[src/shared/atr_pkg.sv]
// Purpose: constants for the tap parameter and result register block
// Assumes: 8-bit register space reached over the two-wire serial port
// Notes: status tap bits follow the tap control enable layout
package atr_pkg;
	// register addresses
	localparam logic [7:0] ADDR_STATUS = 8'h03;
	localparam logic [7:0] ADDR_TAP_FEAT = 8'h08;
	localparam logic [7:0] ADDR_TAP_CTRL = 8'h09;
	localparam logic [7:0] ADDR_TAP_X = 8'h0a;
	localparam logic [7:0] ADDR_TAP_Y = 8'h0b;
	localparam logic [7:0] ADDR_TAP_Z = 8'h0c;
	localparam logic [7:0] ADDR_X_LOW = 8'h0d;
	localparam logic [7:0] ADDR_X_HIGH = 8'h0e;
	localparam logic [7:0] ADDR_Y_LOW = 8'h0f;
	localparam logic [7:0] ADDR_Y_HIGH = 8'h10;
	localparam logic [7:0] ADDR_Z_LOW = 8'h11;
	localparam logic [7:0] ADDR_Z_HIGH = 8'h12;
	localparam logic [7:0] ADDR_FMT = 8'h20;
	// reset values
	localparam logic [7:0] RST_REG = 8'h00;
	localparam logic [15:0] RST_RESULT = 16'h0000;
	// tap control fields
	localparam int TAPC_GLOBAL_EN = 7;
	localparam int TAPC_BANK = 6;
	// tap feature fields
	localparam int FEAT_LATCH = 7;
	localparam int FEAT_SWAP_Z = 6;
	localparam int FEAT_SWAP_Y = 5;
	localparam int FEAT_SWAP_X = 4;
	localparam int FEAT_RATE_LSB = 0;
	// per-axis timing fields
	localparam int TIM_QUIET_LSB = 4;
	localparam int TIM_LEN_LSB = 0;
	// format register fields
	localparam int FMT_RANGE_LSB = 4;
	localparam int FMT_RES_LSB = 0;
	localparam logic [7:0] FMT_WR_MASK = 8'h77;
	// raw sample width at full resolution
	localparam int RAW_W = 14;
	localparam logic [3:0] FULL_BITS = 4'he;

	typedef enum logic [2:0] {
		ATR_RES_6, ATR_RES_7, ATR_RES_8, ATR_RES_10, ATR_RES_12, ATR_RES_14,
		ATR_RES_RSV6, ATR_RES_RSV7
	} atr_res_t;

	typedef enum logic [2:0] {
		ATR_RANGE_2G, ATR_RANGE_4G, ATR_RANGE_8G, ATR_RANGE_16G, ATR_RANGE_12G,
		ATR_RANGE_RSV5, ATR_RANGE_RSV6, ATR_RANGE_RSV7
	} atr_range_t;

	// result width in bits for a resolution code; reserved codes give full width
	function automatic logic [3:0] res_bits(input logic [2:0] code);
		case (atr_res_t'(code))
			ATR_RES_6: res_bits = 4'h6;
			ATR_RES_7: res_bits = 4'h7;
			ATR_RES_8: res_bits = 4'h8;
			ATR_RES_10: res_bits = 4'ha;
			ATR_RES_12: res_bits = 4'hc;
			default: res_bits = FULL_BITS;
		endcase
	endfunction : res_bits
endpackage : atr_pkg

[src/rtl/atr_tap_axis.sv]
// Purpose: tap qualification for one axis
// Assumes: i_update pulses once per applied sample
// Notes: direction is the sign of the first above-threshold sample, inverted when i_swap is high
`timescale 1ns/1ps
module atr_tap_axis (
	input wire logic i_ref_clk,
	input wire logic i_rst,
	input wire logic i_update,
	input wire logic signed [15:0] i_accel,
	input wire logic [7:0] i_thresh,
	input wire logic [3:0] i_max_len,
	input wire logic [3:0] i_quiet,
	input wire logic i_global_en,
	input wire logic i_pos_en,
	input wire logic i_neg_en,
	input wire logic i_swap,
	output logic o_tap_pos,
	output logic o_tap_neg
);
	import atr_pkg::*;

	logic [16:0] mag;
	logic above;
	logic [4:0] run_len;
	logic first_neg;
	logic [3:0] quiet_left;
	logic rep_neg;
	logic rep_en;

	assign mag = i_accel[15] ? 17'(-$signed({i_accel[15], i_accel})) : {1'b0, i_accel};
	assign above = mag >= {9'h000, i_thresh};
	assign rep_neg = first_neg ^ i_swap;
	assign rep_en = i_global_en && (rep_neg ? i_neg_en : i_pos_en);

	always_ff @(posedge i_ref_clk) begin
		o_tap_pos <= 1'b0;
		o_tap_neg <= 1'b0;
		if (i_rst) begin
			run_len <= 5'h00;
			first_neg <= 1'b0;
			quiet_left <= 4'h0;
		end else if (!i_global_en) begin
			run_len <= 5'h00;
			quiet_left <= 4'h0;
		end else if (i_update) begin
			if (quiet_left != 4'h0) begin
				quiet_left <= quiet_left - 4'h1;
				run_len <= 5'h00;
			end else if (above) begin
				if (run_len == 5'h00) begin
					first_neg <= i_accel[15];
				end
				if (run_len != 5'h1f) begin
					run_len <= run_len + 5'h01;
				end
			end else begin
				// too long a snap is dropped silently
				if (run_len != 5'h00 && run_len <= {1'b0, i_max_len} && rep_en) begin
					o_tap_pos <= !rep_neg;
					o_tap_neg <= rep_neg;
					quiet_left <= i_quiet;
				end
				run_len <= 5'h00;
			end
		end
	end
endmodule : atr_tap_axis

[src/rtl/atr_top.sv]
// Purpose: tap parameter, result and format registers behind a two-wire slave
// Assumes: scl and sda are synchronous to i_ref_clk and slow against it
// Notes: sda is open drain; the slave never stretches scl
`timescale 1ns/1ps
module atr_top #(
	parameter logic [6:0] DEV_ADDR = 7'h2a
) (
	input wire logic i_ref_clk,
	input wire logic i_rst,
	input wire logic i_scl,
	input wire logic i_sda,
	output logic o_sda,
	output logic o_sda_oe_n,
	input wire logic i_sample_valid,
	input wire logic signed [atr_pkg::RAW_W-1:0] i_x_raw,
	input wire logic signed [atr_pkg::RAW_W-1:0] i_y_raw,
	input wire logic signed [atr_pkg::RAW_W-1:0] i_z_raw,
	output logic [2:0] o_range_sel,
	output logic [3:0] o_rate_sel
);
	import atr_pkg::*;

	typedef enum {
		S_IDLE, S_ADDR, S_ACK_A, S_REG, S_ACK_R, S_WR, S_ACK_W, S_RD, S_ACK_RD
	} atr_state_t;

	atr_state_t state;
	logic scl_q;
	logic sda_q;
	logic scl_rise;
	logic scl_fall;
	logic start_cond;
	logic stop_cond;
	logic [2:0] bit_cnt;
	logic byte_done;
	logic [7:0] shreg;
	logic [7:0] rd_sh;
	logic [7:0] rd_byte;
	logic [7:0] ptr;
	logic rw;
	logic m_ack;
	logic busy;
	logic sr_read;
	logic wr_en;
	logic [7:0] wr_addr;
	logic [7:0] wr_data;

	logic [7:0] tap_ctrl;
	logic [7:0] tap_feat;
	logic [7:0] tap_tim [3];
	logic [7:0] tap_thr [3];
	logic [7:0] fmt;
	logic [15:0] res_x;
	logic [15:0] res_y;
	logic [15:0] res_z;
	logic [5:0] status;
	logic [5:0] tap_pend;
	logic [5:0] det;

	logic pend_valid;
	logic [RAW_W-1:0] pend_x;
	logic [RAW_W-1:0] pend_y;
	logic [RAW_W-1:0] pend_z;
	logic apply;
	logic upd_q;

	// pointer advance with wrap from last result byte to status
	function automatic logic [7:0] next_ptr(input logic [7:0] p);
		next_ptr = (p == ADDR_Z_HIGH) ? ADDR_STATUS : p + 8'h01;
	endfunction : next_ptr

	// scale a full-width sample to the selected resolution
	function automatic logic [15:0] fmt_axis(input logic [RAW_W-1:0] raw,
		input logic [2:0] code);
		logic signed [15:0] wide;
		logic [3:0] sh;
		wide = 16'($signed(raw));
		sh = FULL_BITS - res_bits(code);
		fmt_axis = 16'(wide >>> sh);
	endfunction : fmt_axis

	function automatic logic [7:0] rd_data(input logic [7:0] a);
		logic [7:0] d;
		d = 8'h00;
		if (a == ADDR_STATUS) begin
			d = {2'b00, status};
		end else if (a == ADDR_TAP_FEAT) begin
			d = tap_feat;
		end else if (a == ADDR_TAP_CTRL) begin
			d = tap_ctrl;
		end else if (a >= ADDR_TAP_X && a <= ADDR_TAP_Z) begin
			d = tap_ctrl[TAPC_BANK] ? tap_thr[2'(a - ADDR_TAP_X)]
				: tap_tim[2'(a - ADDR_TAP_X)];
		end else if (a == ADDR_X_LOW) begin
			d = res_x[7:0];
		end else if (a == ADDR_X_HIGH) begin
			d = res_x[15:8];
		end else if (a == ADDR_Y_LOW) begin
			d = res_y[7:0];
		end else if (a == ADDR_Y_HIGH) begin
			d = res_y[15:8];
		end else if (a == ADDR_Z_LOW) begin
			d = res_z[7:0];
		end else if (a == ADDR_Z_HIGH) begin
			d = res_z[15:8];
		end else if (a == ADDR_FMT) begin
			d = fmt;
		end
		rd_data = d;
	endfunction : rd_data

	assign scl_rise = i_scl && !scl_q;
	assign scl_fall = !i_scl && scl_q;
	assign start_cond = scl_q && i_scl && sda_q && !i_sda;
	assign stop_cond = scl_q && i_scl && !sda_q && i_sda;
	assign apply = pend_valid && !busy;
	assign o_range_sel = fmt[FMT_RANGE_LSB +: 3];
	assign o_rate_sel = tap_feat[FEAT_RATE_LSB +: 4];

	// byte at the pointer, ready to be shifted out
	always_comb begin
		rd_byte = rd_data(ptr);
	end

	always_ff @(posedge i_ref_clk) begin
		if (i_rst) begin
			scl_q <= 1'b1;
			sda_q <= 1'b1;
		end else begin
			scl_q <= i_scl;
			sda_q <= i_sda;
		end
	end

	// serial slave
	always_ff @(posedge i_ref_clk) begin
		wr_en <= 1'b0;
		if (i_rst) begin
			state <= S_IDLE;
			bit_cnt <= 3'h0;
			byte_done <= 1'b0;
			shreg <= RST_REG;
			rd_sh <= RST_REG;
			ptr <= RST_REG;
			rw <= 1'b0;
			m_ack <= 1'b0;
			o_sda <= 1'b0;
			o_sda_oe_n <= 1'b1;
			wr_addr <= RST_REG;
			wr_data <= RST_REG;
		end else if (start_cond) begin
			state <= S_ADDR;
			bit_cnt <= 3'h0;
			byte_done <= 1'b0;
			o_sda_oe_n <= 1'b1;
		end else if (stop_cond) begin
			state <= S_IDLE;
			o_sda_oe_n <= 1'b1;
		end else if (scl_rise) begin
			if (state == S_ACK_RD) begin
				m_ack <= !i_sda;
			end else if (state != S_IDLE && state != S_ACK_A && state != S_ACK_R
				&& state != S_ACK_W) begin
				shreg <= {shreg[6:0], i_sda};
				bit_cnt <= bit_cnt + 3'h1;
				byte_done <= (bit_cnt == 3'h7);
			end
		end else if (scl_fall) begin
			case (state)
				S_ADDR: begin
					if (byte_done) begin
						byte_done <= 1'b0;
						if (shreg[7:1] == DEV_ADDR) begin
							rw <= shreg[0];
							o_sda_oe_n <= 1'b0;
							state <= S_ACK_A;
						end else begin
							state <= S_IDLE;
						end
					end
				end
				S_ACK_A: begin
					if (rw) begin
						rd_sh <= {rd_byte[6:0], 1'b0};
						o_sda_oe_n <= rd_byte[7];
						ptr <= next_ptr(ptr);
						state <= S_RD;
					end else begin
						o_sda_oe_n <= 1'b1;
						state <= S_REG;
					end
				end
				S_REG: begin
					if (byte_done) begin
						byte_done <= 1'b0;
						ptr <= shreg;
						o_sda_oe_n <= 1'b0;
						state <= S_ACK_R;
					end
				end
				S_ACK_R, S_ACK_W: begin
					o_sda_oe_n <= 1'b1;
					state <= S_WR;
				end
				S_WR: begin
					if (byte_done) begin
						byte_done <= 1'b0;
						wr_en <= 1'b1;
						wr_addr <= ptr;
						wr_data <= shreg;
						ptr <= next_ptr(ptr);
						o_sda_oe_n <= 1'b0;
						state <= S_ACK_W;
					end
				end
				S_RD: begin
					if (byte_done) begin
						byte_done <= 1'b0;
						o_sda_oe_n <= 1'b1;
						state <= S_ACK_RD;
					end else begin
						o_sda_oe_n <= rd_sh[7];
						rd_sh <= {rd_sh[6:0], 1'b0};
					end
				end
				S_ACK_RD: begin
					if (m_ack) begin
						rd_sh <= {rd_byte[6:0], 1'b0};
						o_sda_oe_n <= rd_byte[7];
						ptr <= next_ptr(ptr);
						state <= S_RD;
					end else begin
						o_sda_oe_n <= 1'b1;
						state <= S_IDLE;
					end
				end
				default: begin
					o_sda_oe_n <= 1'b1;
				end
			endcase
		end
	end

	// transaction window and status-read tracking
	always_ff @(posedge i_ref_clk) begin
		if (i_rst) begin
			busy <= 1'b0;
			sr_read <= 1'b0;
		end else begin
			if (start_cond) begin
				busy <= 1'b1;
			end else if (stop_cond) begin
				busy <= 1'b0;
			end
			if (scl_fall && (state == S_ACK_A && rw || state == S_ACK_RD && m_ack)
				&& ptr == ADDR_STATUS) begin
				sr_read <= 1'b1;
			end else if (!busy) begin
				sr_read <= 1'b0;
			end
		end
	end

	// configuration writes
	always_ff @(posedge i_ref_clk) begin
		if (i_rst) begin
			tap_ctrl <= RST_REG;
			tap_feat <= RST_REG;
			fmt <= RST_REG;
			for (int i = 0; i < 3; i++) begin
				tap_tim[i] <= RST_REG;
				tap_thr[i] <= RST_REG;
			end
		end else if (wr_en) begin
			if (wr_addr == ADDR_TAP_FEAT) begin
				tap_feat <= wr_data;
			end else if (wr_addr == ADDR_TAP_CTRL) begin
				tap_ctrl <= wr_data;
			end else if (wr_addr >= ADDR_TAP_X && wr_addr <= ADDR_TAP_Z) begin
				if (tap_ctrl[TAPC_BANK]) begin
					tap_thr[2'(wr_addr - ADDR_TAP_X)] <= wr_data;
				end else begin
					tap_tim[2'(wr_addr - ADDR_TAP_X)] <= wr_data;
				end
			end else if (wr_addr == ADDR_FMT) begin
				// bit 7 and reserved bit 3 read back as zero
				fmt <= wr_data & FMT_WR_MASK;
			end
		end
	end

	// sample capture, held back during a transfer
	always_ff @(posedge i_ref_clk) begin
		if (i_rst) begin
			pend_valid <= 1'b0;
			pend_x <= '0;
			pend_y <= '0;
			pend_z <= '0;
		end else if (i_sample_valid) begin
			pend_valid <= 1'b1;
			pend_x <= i_x_raw;
			pend_y <= i_y_raw;
			pend_z <= i_z_raw;
		end else if (apply) begin
			pend_valid <= 1'b0;
		end
	end

	always_ff @(posedge i_ref_clk) begin
		if (i_rst) begin
			res_x <= RST_RESULT;
			res_y <= RST_RESULT;
			res_z <= RST_RESULT;
			upd_q <= 1'b0;
		end else begin
			upd_q <= apply;
			if (apply) begin
				res_x <= fmt_axis(pend_x, fmt[FMT_RES_LSB +: 3]);
				res_y <= fmt_axis(pend_y, fmt[FMT_RES_LSB +: 3]);
				res_z <= fmt_axis(pend_z, fmt[FMT_RES_LSB +: 3]);
			end
		end
	end

	genvar g;
	generate
		for (g = 0; g < 3; g++) begin : g_axis
			atr_tap_axis u_tap (
				.i_ref_clk(i_ref_clk),
				.i_rst(i_rst),
				.i_update(upd_q),
				.i_accel(g == 0 ? res_x : g == 1 ? res_y : res_z),
				.i_thresh(tap_thr[g]),
				.i_max_len(tap_tim[g][TIM_LEN_LSB +: 4]),
				.i_quiet(tap_tim[g][TIM_QUIET_LSB +: 4]),
				.i_global_en(tap_ctrl[TAPC_GLOBAL_EN]),
				.i_pos_en(tap_ctrl[2*g]),
				.i_neg_en(tap_ctrl[2*g+1]),
				.i_swap(tap_feat[FEAT_SWAP_X+g]),
				.o_tap_pos(det[2*g]),
				.o_tap_neg(det[2*g+1])
			);
		end
	endgenerate

	// status merge; new taps win over a pending clear
	always_ff @(posedge i_ref_clk) begin
		if (i_rst) begin
			status <= 6'h00;
			tap_pend <= 6'h00;
		end else if (busy) begin
			tap_pend <= tap_pend | det;
		end else begin
			tap_pend <= det;
			if (tap_feat[FEAT_LATCH] && !sr_read && status != 6'h00) begin
				status <= status;
			end else begin
				status <= (sr_read ? 6'h00 : status) | tap_pend;
			end
		end
	end
endmodule : atr_top

[config.mk]
export PLATFORM = sky130hd
export DESIGN_NAME = atr_top
export DESIGN_NICKNAME = d
export VERILOG_FILES = /design/src/shared/atr_pkg.sv /design/src/rtl/atr_tap_axis.sv /design/src/rtl/atr_top.sv
export SDC_FILE = /design/constraint.sdc
export NUM_CORES = 1
export LEC_CHECK = 0
export BUFFER_PORTS_ARGS = -buffer_cell sky130_fd_sc_hd__buf_4
export CAP_MARGIN = 20
export CORE_MARGIN = 5
export CORE_UTILIZATION = 40
export DETAILED_ROUTE_END_ITERATION = 10
export GPL_TIMING_DRIVEN = 0
export PLACE_DENSITY = 0.61
export SLEW_MARGIN = 20
export SYNTH_ARGS = -nofsm -noshare
export SYNTH_HDL_FRONTEND = slang
export SYNTH_SLANG_ARGS = --single-unit
[constraint.sdc]
create_clock -name i_ref_clk -period 3 [get_ports i_ref_clk]
set_input_delay 0.3 -clock i_ref_clk [delete_from_list [all_inputs] [get_ports i_ref_clk]]
set_output_delay 0.3 -clock i_ref_clk [all_outputs]
set_load 0.05 [all_outputs]
==> results of run 1 <==
area by class of cell:
class                   instances  area, um2
flip-flops and latches        275       6180
clock buffers                  39        826
fillers                      3712      19900
repair buffers                119       1010
clock inverters                19        214
multi-input cells            1368       9150
plain buffers                 115        539
well taps                     518        648
inverters                      84        315
placed cells by master (no fill, tap or decap), drive strengths merged, types with 8 or more instances in the layout:
| master | instances |
|---|---|
| nor4 | 22 |
| nor2b | 18 |
| a22oi | 16 |
| edfxtp | 64 |
| inv | 85 |
| o221ai | 24 |
| a21oi | 123 |
| nor2 | 212 |
| dfxtp | 211 |
| o21ai | 74 |
| nand2 | 200 |
| a311oi | 8 |
| a211o | 8 |
| nor3 | 34 |
| xor2 | 11 |
| and2 | 58 |
| clkbuf | 122 |
| nand3 | 45 |
| and3 | 16 |
| mux4 | 17 |
| conb | 17 |
| clkinv | 13 |
| buf | 109 |
| or2 | 8 |
| o211ai | 28 |
| a31oi | 21 |
| mux2i | 106 |
| dlygate4sd3 | 42 |
| ha | 61 |
| a32oi | 9 |
| xnor2 | 19 |
| nand2b | 21 |
| nand4 | 20 |
| a211oi | 26 |
| o22ai | 33 |
registers in the layout, indices dropped and copies added, names as in the netlist, 12 cells and up:
register and flops:
tap_thr 32, tap_tim 32, g_axis.u_tap.run_len 15, pend_x 14, pend_y 14, pend_z 14
res_x 14, res_y 14, res_z 14, g_axis.u_tap.quiet_left 12
final timing paths:
kind	startpoint	endpoint	cells after the start
worst max register to register	res_z[3]$_SDFFE_PP0P_	g_axis[2].u_tap.quiet_left[3]$_SDFFE_PP0P_	13
worst max-delay path	res_z[3]$_SDFFE_PP0P_	g_axis[2].u_tap.quiet_left[3]$_SDFFE_PP0P_	13
worst min-delay path	i_x_raw[3]	pend_x[3]$_SDFFE_PP0P_	3
worst min register to register	g_axis[0].u_tap.o_tap_neg$_SDFF_PP0_	tap_pend[1]$_SDFF_PP0_	2
cells by family (layout without fill, tap and decap cells):
kind of cell	Yosys count	count (layout)	share of synthesized area (%)
XOR/XNOR	30	30	1.67
adder cells (fa/ha/maj)	61	61	4.84
multiplexers	130	130	9.66
flip-flops	275	275	39.0
buffers and inverters	203	376	5.18
AO/OA/AOI/OAI	436	436	18.3
AND/OR/NAND/NOR	694	694	21.3
other	1	17	0.0238
metal layers:
metal  wire length [um]  up-vias
met5                 20        -
met4               3130        2
met3               3480      149
met2              24600      549
met1              22200     6912
li1                   -     6952
critical path, stage by stage (launching register included):
cell and delay (ns):
dfxtp_4 0.35, nor4_4 0.36, nand2_1 0.09, nand2_1 0.08
xnor2_1 0.07, ha_1 0.33, a21oi_2 0.14, o221ai_2 0.10
a211o_1 0.27, a211oi_4 0.20, buf_12 0.16, nand4_1 0.21
or3_1 0.43, a31oi_1 0.13
power groups by stage:
stage | clock network (mW) | logic (mW) | registers [mW]
final | 3.94 | 0.857 | 4.02
after floorplan | 0 | 0.466 | 4.03
after detailed placement | 0 | 0.701 | 4.09
after CTS | 4.00 | 0.820 | 4.01
after global placement | 0 | 0.685 | 4.09
after global routing | 4.16 | 0.932 | 4.02
timing repair:
action / 4_1_cts / 5_1_grt
setup buffers: 14 / 8
resized for setup: 55 / 51
hold endpoints to repair: 42 / 0
endpoints found under the setup margin: 51 / 54
hold buffers: 42 / 0
pin swaps: 15 / 11
metrics by stage:
stage / cell area (um2) / setup TNS (ns) / instances / power (mW) / hold WS, ns
floorplan: 15800 / 0 / 1846 / 4.50 / 0.413
global placement: 16900 / -30.38 / 2417 / 4.78 / 0.425
detailed placement: 16900 / -31.96 / 2419 / 4.79 / 0.442
CTS: 18700 / 0 / 2530 / 8.83 / 0.00232
global route: 18900 / -0.605 / 2537 / 9.12 / 0.0209
finish: 18900 / 0 / 2537 / 8.81 / 0.00656
==> run summary, run 1 <==
FF+latch count, synth -> 275
Grt met1 use -> 29.8%
DR iter-0 viols -> 1154
Post-synth EDFFs -> 64
First-pass GRT wire length -> 81400 um
Via count -> 14.6k
Post-synth cell types -> 85
Cell Area, Synth -> 0.0158 mm2
Static Leak -> 7.31 nW
Final Wtd Congestion -> 0.951
Sequential Power Share -> 45.6%
Layout Nets -> 2102
Switching share of power -> 25.0%
Initial core utilization -> 40.6%
Run status -> finished, final reports clean
DR DRC count -> 0
Gr usage total -> 23.6%
Post-synth top area share -> 26.8%
Final core utilization -> 48.6%
Startpoint types -> flip-flop
Combinational group share of total power -> 9.7%
Total CTS buffers -> 31
Share of layout cells above drive strength 1 -> 12.3%
Hold Fails Final Rpt -> 0
Core area -> 0.0388 mm2
Row cnt -> 72
YS warnings -> 0
Commonest cells post-synth -> 211 x dfxtp_1, 210 x nor2_1, 200 x nand2_1, 123 x a21oi_1, 106 x mux2i_1
I/O pins -> 56
Clk pwr share -> 44.7%
Peak VDD IR -> 0.458 mV
Height of the chip -> 209 um
Endpoint type of the worst setup path -> flip-flop
Total gr overflow -> 0
Post-synth ARST share -> 0%
Slew Viols, Final -> 0
Largest area contributor in the netlist -> dfxtp_1
Post-DR vias/cell -> 5.74
Total wire length -> 53400 um
Top FF cell, synth -> dfxtp_1
Mean Syn Cell Area -> 8.61 um2
DIE WIDTH -> 209 um
Pwr/cell area -> 467 mW/mm2
Crit path DAT -> 3.48 ns
Worst Max-Slew Pin Slew -> 0.999 ns
CP required -> 3.50 ns
Worst-path clk slew -> 0.06 ns
Worst slew margin -> 33.4%
Final setup viols -> 0
Worst min-delay path class -> in2reg
Largest net degree at the start of global routing -> 20
Synth top area cells -> dfxtp_1 27%, edfxtp_1 12%, mux2i_1 6.7%
Initial antenna violation count -> 1
Busiest grt layer -> met2
Worst skew pair latency -> 0.58 ns
# diodes -> 0
Root buffer selected by CTS -> clkbuf_16
CTS H-tree depth -> 1
Clock Skew -> 0.00856 ns
CTS Sinks -> 275
Dominant cell by count in the synthesized netlist -> dfxtp_1
Unrepaired setup endpoints after global routing -> true
Port-buffer cells -> 53
Post-synthesis sequential area ratio -> 39.0%
CTS tree -> done
Switching Power -> 2.20 mW
Fmax -> 0.335 GHz
Tmin final -> 2.99 ns
Detail Placement HPWL -> 40200 um
TritonRoute pass-1 iters -> 5
DP Worst Slack -> -1.32 ns
WS Path Type -> reg2reg
Met3 usage -> 4.52%
Final worst-path cycle share -> 99.5%
Met2 Use GR -> 38.7%
Final worst setup slack -> 0.0140 ns
Post-DRT Antenna Nets -> 0
Crit Path Max Fanout -> 5
Detail-routed net length per standard cell -> 21.0 um
Register-to-register setup slack -> 0.01 ns
Int Power -> 6.61 mW
Max Cap Violations -> 0
Post-synthesis cell count -> 1830
Die area -> 0.0435 mm2
Max Buffers Root-to-Sink -> 3
Vias in the first global route -> 13.8k
Synth-to-Final Area Change -> 19.8%
Note: power is estimated with default switching activity, not from simulation.
==> run 2, diff against run 1 <==
--- a/config.mk
+++ b/config.mk
@@ -5,9 +5,10 @@
 export SDC_FILE = /design/constraint.sdc
 export NUM_CORES = 1
 export LEC_CHECK = 0
+export ABC_AREA = 1
+export ABC_CLOCK_PERIOD_IN_PS = 3000
 export BUFFER_PORTS_ARGS = -buffer_cell sky130_fd_sc_hd__buf_4
 export CAP_MARGIN = 20
-export CORE_MARGIN = 5
 export CORE_UTILIZATION = 40
 export DETAILED_ROUTE_END_ITERATION = 10
 export GPL_TIMING_DRIVEN = 0
==> run 2 against run 1 <==
Against the previous run:
- via count grew 6.2%
- maximum frequency grew 4.8%
- global-route usage grew 2.5 points
- final area shrank 2.5%
- clock power grew 3%
- register-to-register slack gained 0.14 ns
- count of clock-buffer cells in the layout grew 5
- critical path depth grew 4
- critical endpoint is now g_axis[0].u_tap.o_tap_neg$_SDFF_PP0_
- critical path type unchanged
- wire length shrank 0.80%
- largest power group is now the clock network
==> run summary, run 2 <==
Final Wtd Congestion -> 0.945 (-0.57%)
Total gr overflow -> 0 (unchanged)
Post-DR vias/cell -> 5.38 (-6.4%)
TritonRoute pass-1 iters -> 5 (unchanged)
Startpoint types -> flip-flop
Unrepaired setup endpoints after global routing -> true
Largest area contributor in the netlist -> dfxtp_1
Port-buffer cells -> 54 (+1.9%)
CTS Sinks -> 275 (unchanged)
Die area -> 0.0404 mm2 (-7.1%)
FF+latch count, synth -> 275 (unchanged)
Post-DRT Antenna Nets -> 0 (unchanged)
Count of buffer and inverter cells on the critical path -> 3 (+2)
Tmin final -> 2.85 ns (-0.137 ns)
Max Buffers Root-to-Sink -> 3 (unchanged)
Critical-path cell list -> inv_4 -> ha_4 -> inv_4 -> nor3_4 -> nand2_1 -> nand2_2 -> xor2_2 -> ha_1 -> nand2_2 -> nor3_2 -> a211oi_2 -> o211ai_1 -> nor2_2 -> nand4_1 -> buf_6 -> nand3b_1 -> nor2_1
Pwr/cell area -> 507 mW/mm2 (+8.6%)
Gr usage total -> 26.1% (+2.5 points)
Worst slew margin -> 28.3% (-5.1 points)
Post-synthesis sequential area ratio -> 38.8% (-0.19 points)
Fillcell total -> 3847 (+3.6%)
Post-synth EDFFs -> 64 (unchanged)
Commonest cells post-synth -> 409 x nand2_1, 261 x inv_1, 231 x o21ai_0, 230 x a21oi_1, 217 x nor2_1
Post-synth ARST share -> 0% (unchanged)
Final setup viols -> 0 (unchanged)
Crit path largest cell delay -> 0.36 ns (-0.07 ns)
Static Leak -> 7.87 nW (+7.6%)
CP required -> 3.48 ns (-0.02 ns)
Post-synth top area share -> 26.7% (-0.13 points)
Largest net degree at the start of global routing -> 13 (-35%)
Synth top area cells -> dfxtp_1 27%, edfxtp_1 12%, nand2_1 9.7%
Layout Nets -> 2442 (+16%)
DR iter-0 viols -> 1262 (+9.4%)
Hold Fails Final Rpt -> 0 (unchanged)
WS Path Type -> reg2reg
Worst-path clk slew -> 0.06 ns (about the same)
Worst min-delay path class -> in2reg
Endpoint type of the worst setup path -> flip-flop
Run status -> finished, final reports clean
Post-synth cell types -> 71 (-16%)
Crit Path Max Fanout -> 3 (-2)
YS warnings -> 0 (unchanged)
# diodes -> 0 (unchanged)
DIE WIDTH -> 201 um (-3.6%)
Worst Max-Slew Pin Slew -> 1.08 ns (+0.0766 ns)
DR DRC count -> 0 (unchanged)
CTS tree -> done
Max Cap Violations -> 0 (unchanged)
Core area -> 0.0388 mm2 (unchanged)
Worst skew pair latency -> 0.55 ns (-0.03 ns)
Post-synthesis cell count -> 2205 (+20%)
Detail-routed net length per standard cell -> 18.4 um (-12%)
Commonest non-fill, non-tap cell in the layout -> nand2_1
Height of the chip -> 201 um (-3.6%)
Root buffer selected by CTS -> clkbuf_16
Total CTS buffers -> 34 (+9.7%)
Top FF cell, synth -> dfxtp_1
Initial antenna violation count -> 0 (-1)
Initial core utilization -> 40.8% (+0.20 points)
Fmax -> 0.351 GHz (+4.8%)
Crit-path leading delay family -> simple AND/OR/NAND/NOR gates
Mean Syn Cell Area -> 7.18 um2 (-17%)
Via count -> 15.5k (+6.2%)
Worst Hold Launch -> i_y_raw[4]
Total wire length -> 53000 um (-0.80%)
Detail Placement HPWL -> 40600 um (+0.96%)
Crit path DAT -> 3.33 ns (-0.15 ns)
I/O pins -> 56 (unchanged)
Most frequent cells in the layout -> 405 x nand2_1, 255 x inv_1, 228 x o21ai_0, 228 x a21oi_1, 215 x nor2_1
Clock Skew -> 0.0290 ns (+0.0204 ns)
Dominant cell by count in the synthesized netlist -> nand2_1
Synth-to-Final Area Change -> 16.2%
Final worst-path cycle share -> 95.0% (-4.6 points)
Reg-to-reg startpoint -> res_x[0]$_SDFFE_PP0P_
Cell Area, Synth -> 0.0158 mm2 (+0.50%)
Row cnt -> 72 (unchanged)
Peak VDD IR -> 0.481 mV (+4.9%)
Hold slack -> 0.0467 ns (+0.0401 ns)
Vias in the first global route -> 14.6k (+5.4%)
Share of layout cells above drive strength 1 -> 12.0% (-0.28 points)
Final core utilization -> 47.4% (-1.2 points)
Worst setup startpoint -> res_x[0]$_SDFFE_PP0P_
CTS H-tree depth -> 2 (+1)
First-pass GRT wire length -> 82400 um (+1.3%)
Slew Viols, Final -> 0 (unchanged)
Biggest regs -> tap_thr: 32 flops, tap_tim: 32 flops, g_axis.u_tap.run_len: 15 flops
Slowest stage cell, crit path -> dfxtp_4
## run 2: cell types whose count changed after synthesis, moves of 26 or more
cell and delta:
a21oi_1 +107, and2_1 -57, clkbuf_1 -31, inv_1 +177
mux2i_1 -104, nand2_1 +209, nand3_1 +56, o21ai_0 +159
o21ai_1 +41, o22ai_1 -26
## run 2: power breakdown
part / switching [mW] / internal [mW]
Clock: 1.64 / 2.43
Sequential: 0.129 / 3.93
Combinational: 0.801 / 0.409
Total: 2.57 / 6.76
## run 2: path summary, 6_finish.rpt
path              slack, ns  cells after the start                                    to
setup / recovery       0.15                     17  g_axis[0].u_tap.o_tap_neg$_SDFF_PP0_
hold / removal         0.05                      3                pend_y[4]$_SDFFE_PP0P_
setup reg to reg       0.15                     17  g_axis[0].u_tap.o_tap_neg$_SDFF_PP0_
hold reg to reg        0.45                      2                tap_pend[2]$_SDFF_PP0_
## run 2: cells by family after synthesis
logic type	Yosys count	share of synthesized area, %
DFF	275	38.8
buffers and inverters	391	9.90
and+or+nand+nor	838	23.4
adders and majority gates	61	4.82
other	1	0.0237
AOI/OAI and AO/OA	607	21.2
muxes	2	0.126
xor gates and xnor gates	30	1.71
## run 2: tightest hold or removal path: cells and delay by family
family / cells / cell delay [ns]
buffers and inverters: 1 / 0.07
AOI/OAI and AO/OA: 2 / 0.17
## run 2: per-stage QoR
stage	area, um2	setup TNS [ns]	instances	setup WS (ns)	total power [mW]
after floorplan	15900	0	2221	0.556	4.86
after global placement	17000	-2.30	2793	-0.314	5.24
after detailed placement	17000	-2.50	2793	-0.329	5.26
after CTS	18200	0	2865	0.0136	9.34
after global routing	18400	-0.158	2876	-0.0892	9.70
final	18400	0	2876	0.151	9.33
## run 2: metal layers
layer / global-route usage (%) / part of all wire, %
met1: 35.3 / 45
met2: 41.6 / 45
met3: 4.16 / 6.7
met4: 9.73 / 3.5
met5: 0 / 0
## run 2: final cells by class
cell class                      count  area (um2)  share of cell area [%]
Multi-Input combinational cell   1555        8300                    45.1
Tap cell                          518         648                    3.52
Sequential cell                   275        6150                    33.4
Timing Repair Buffer               78         612                    3.32
Buffer                             97         478                    2.60
Clock inverter                     16         175                   0.951
Clock buffer                       44         920                    4.99
Inverter                          293        1120                    6.10
## run 2: what timing repair did
action	in CTS	in global routing
hold buffers	9	0
pin swaps	0	17
buffers inserted	4	11
gates cloned	0	0
endpoints found under the hold margin	10	0
resized for setup	5	47
endpoints found under the setup margin	19	42
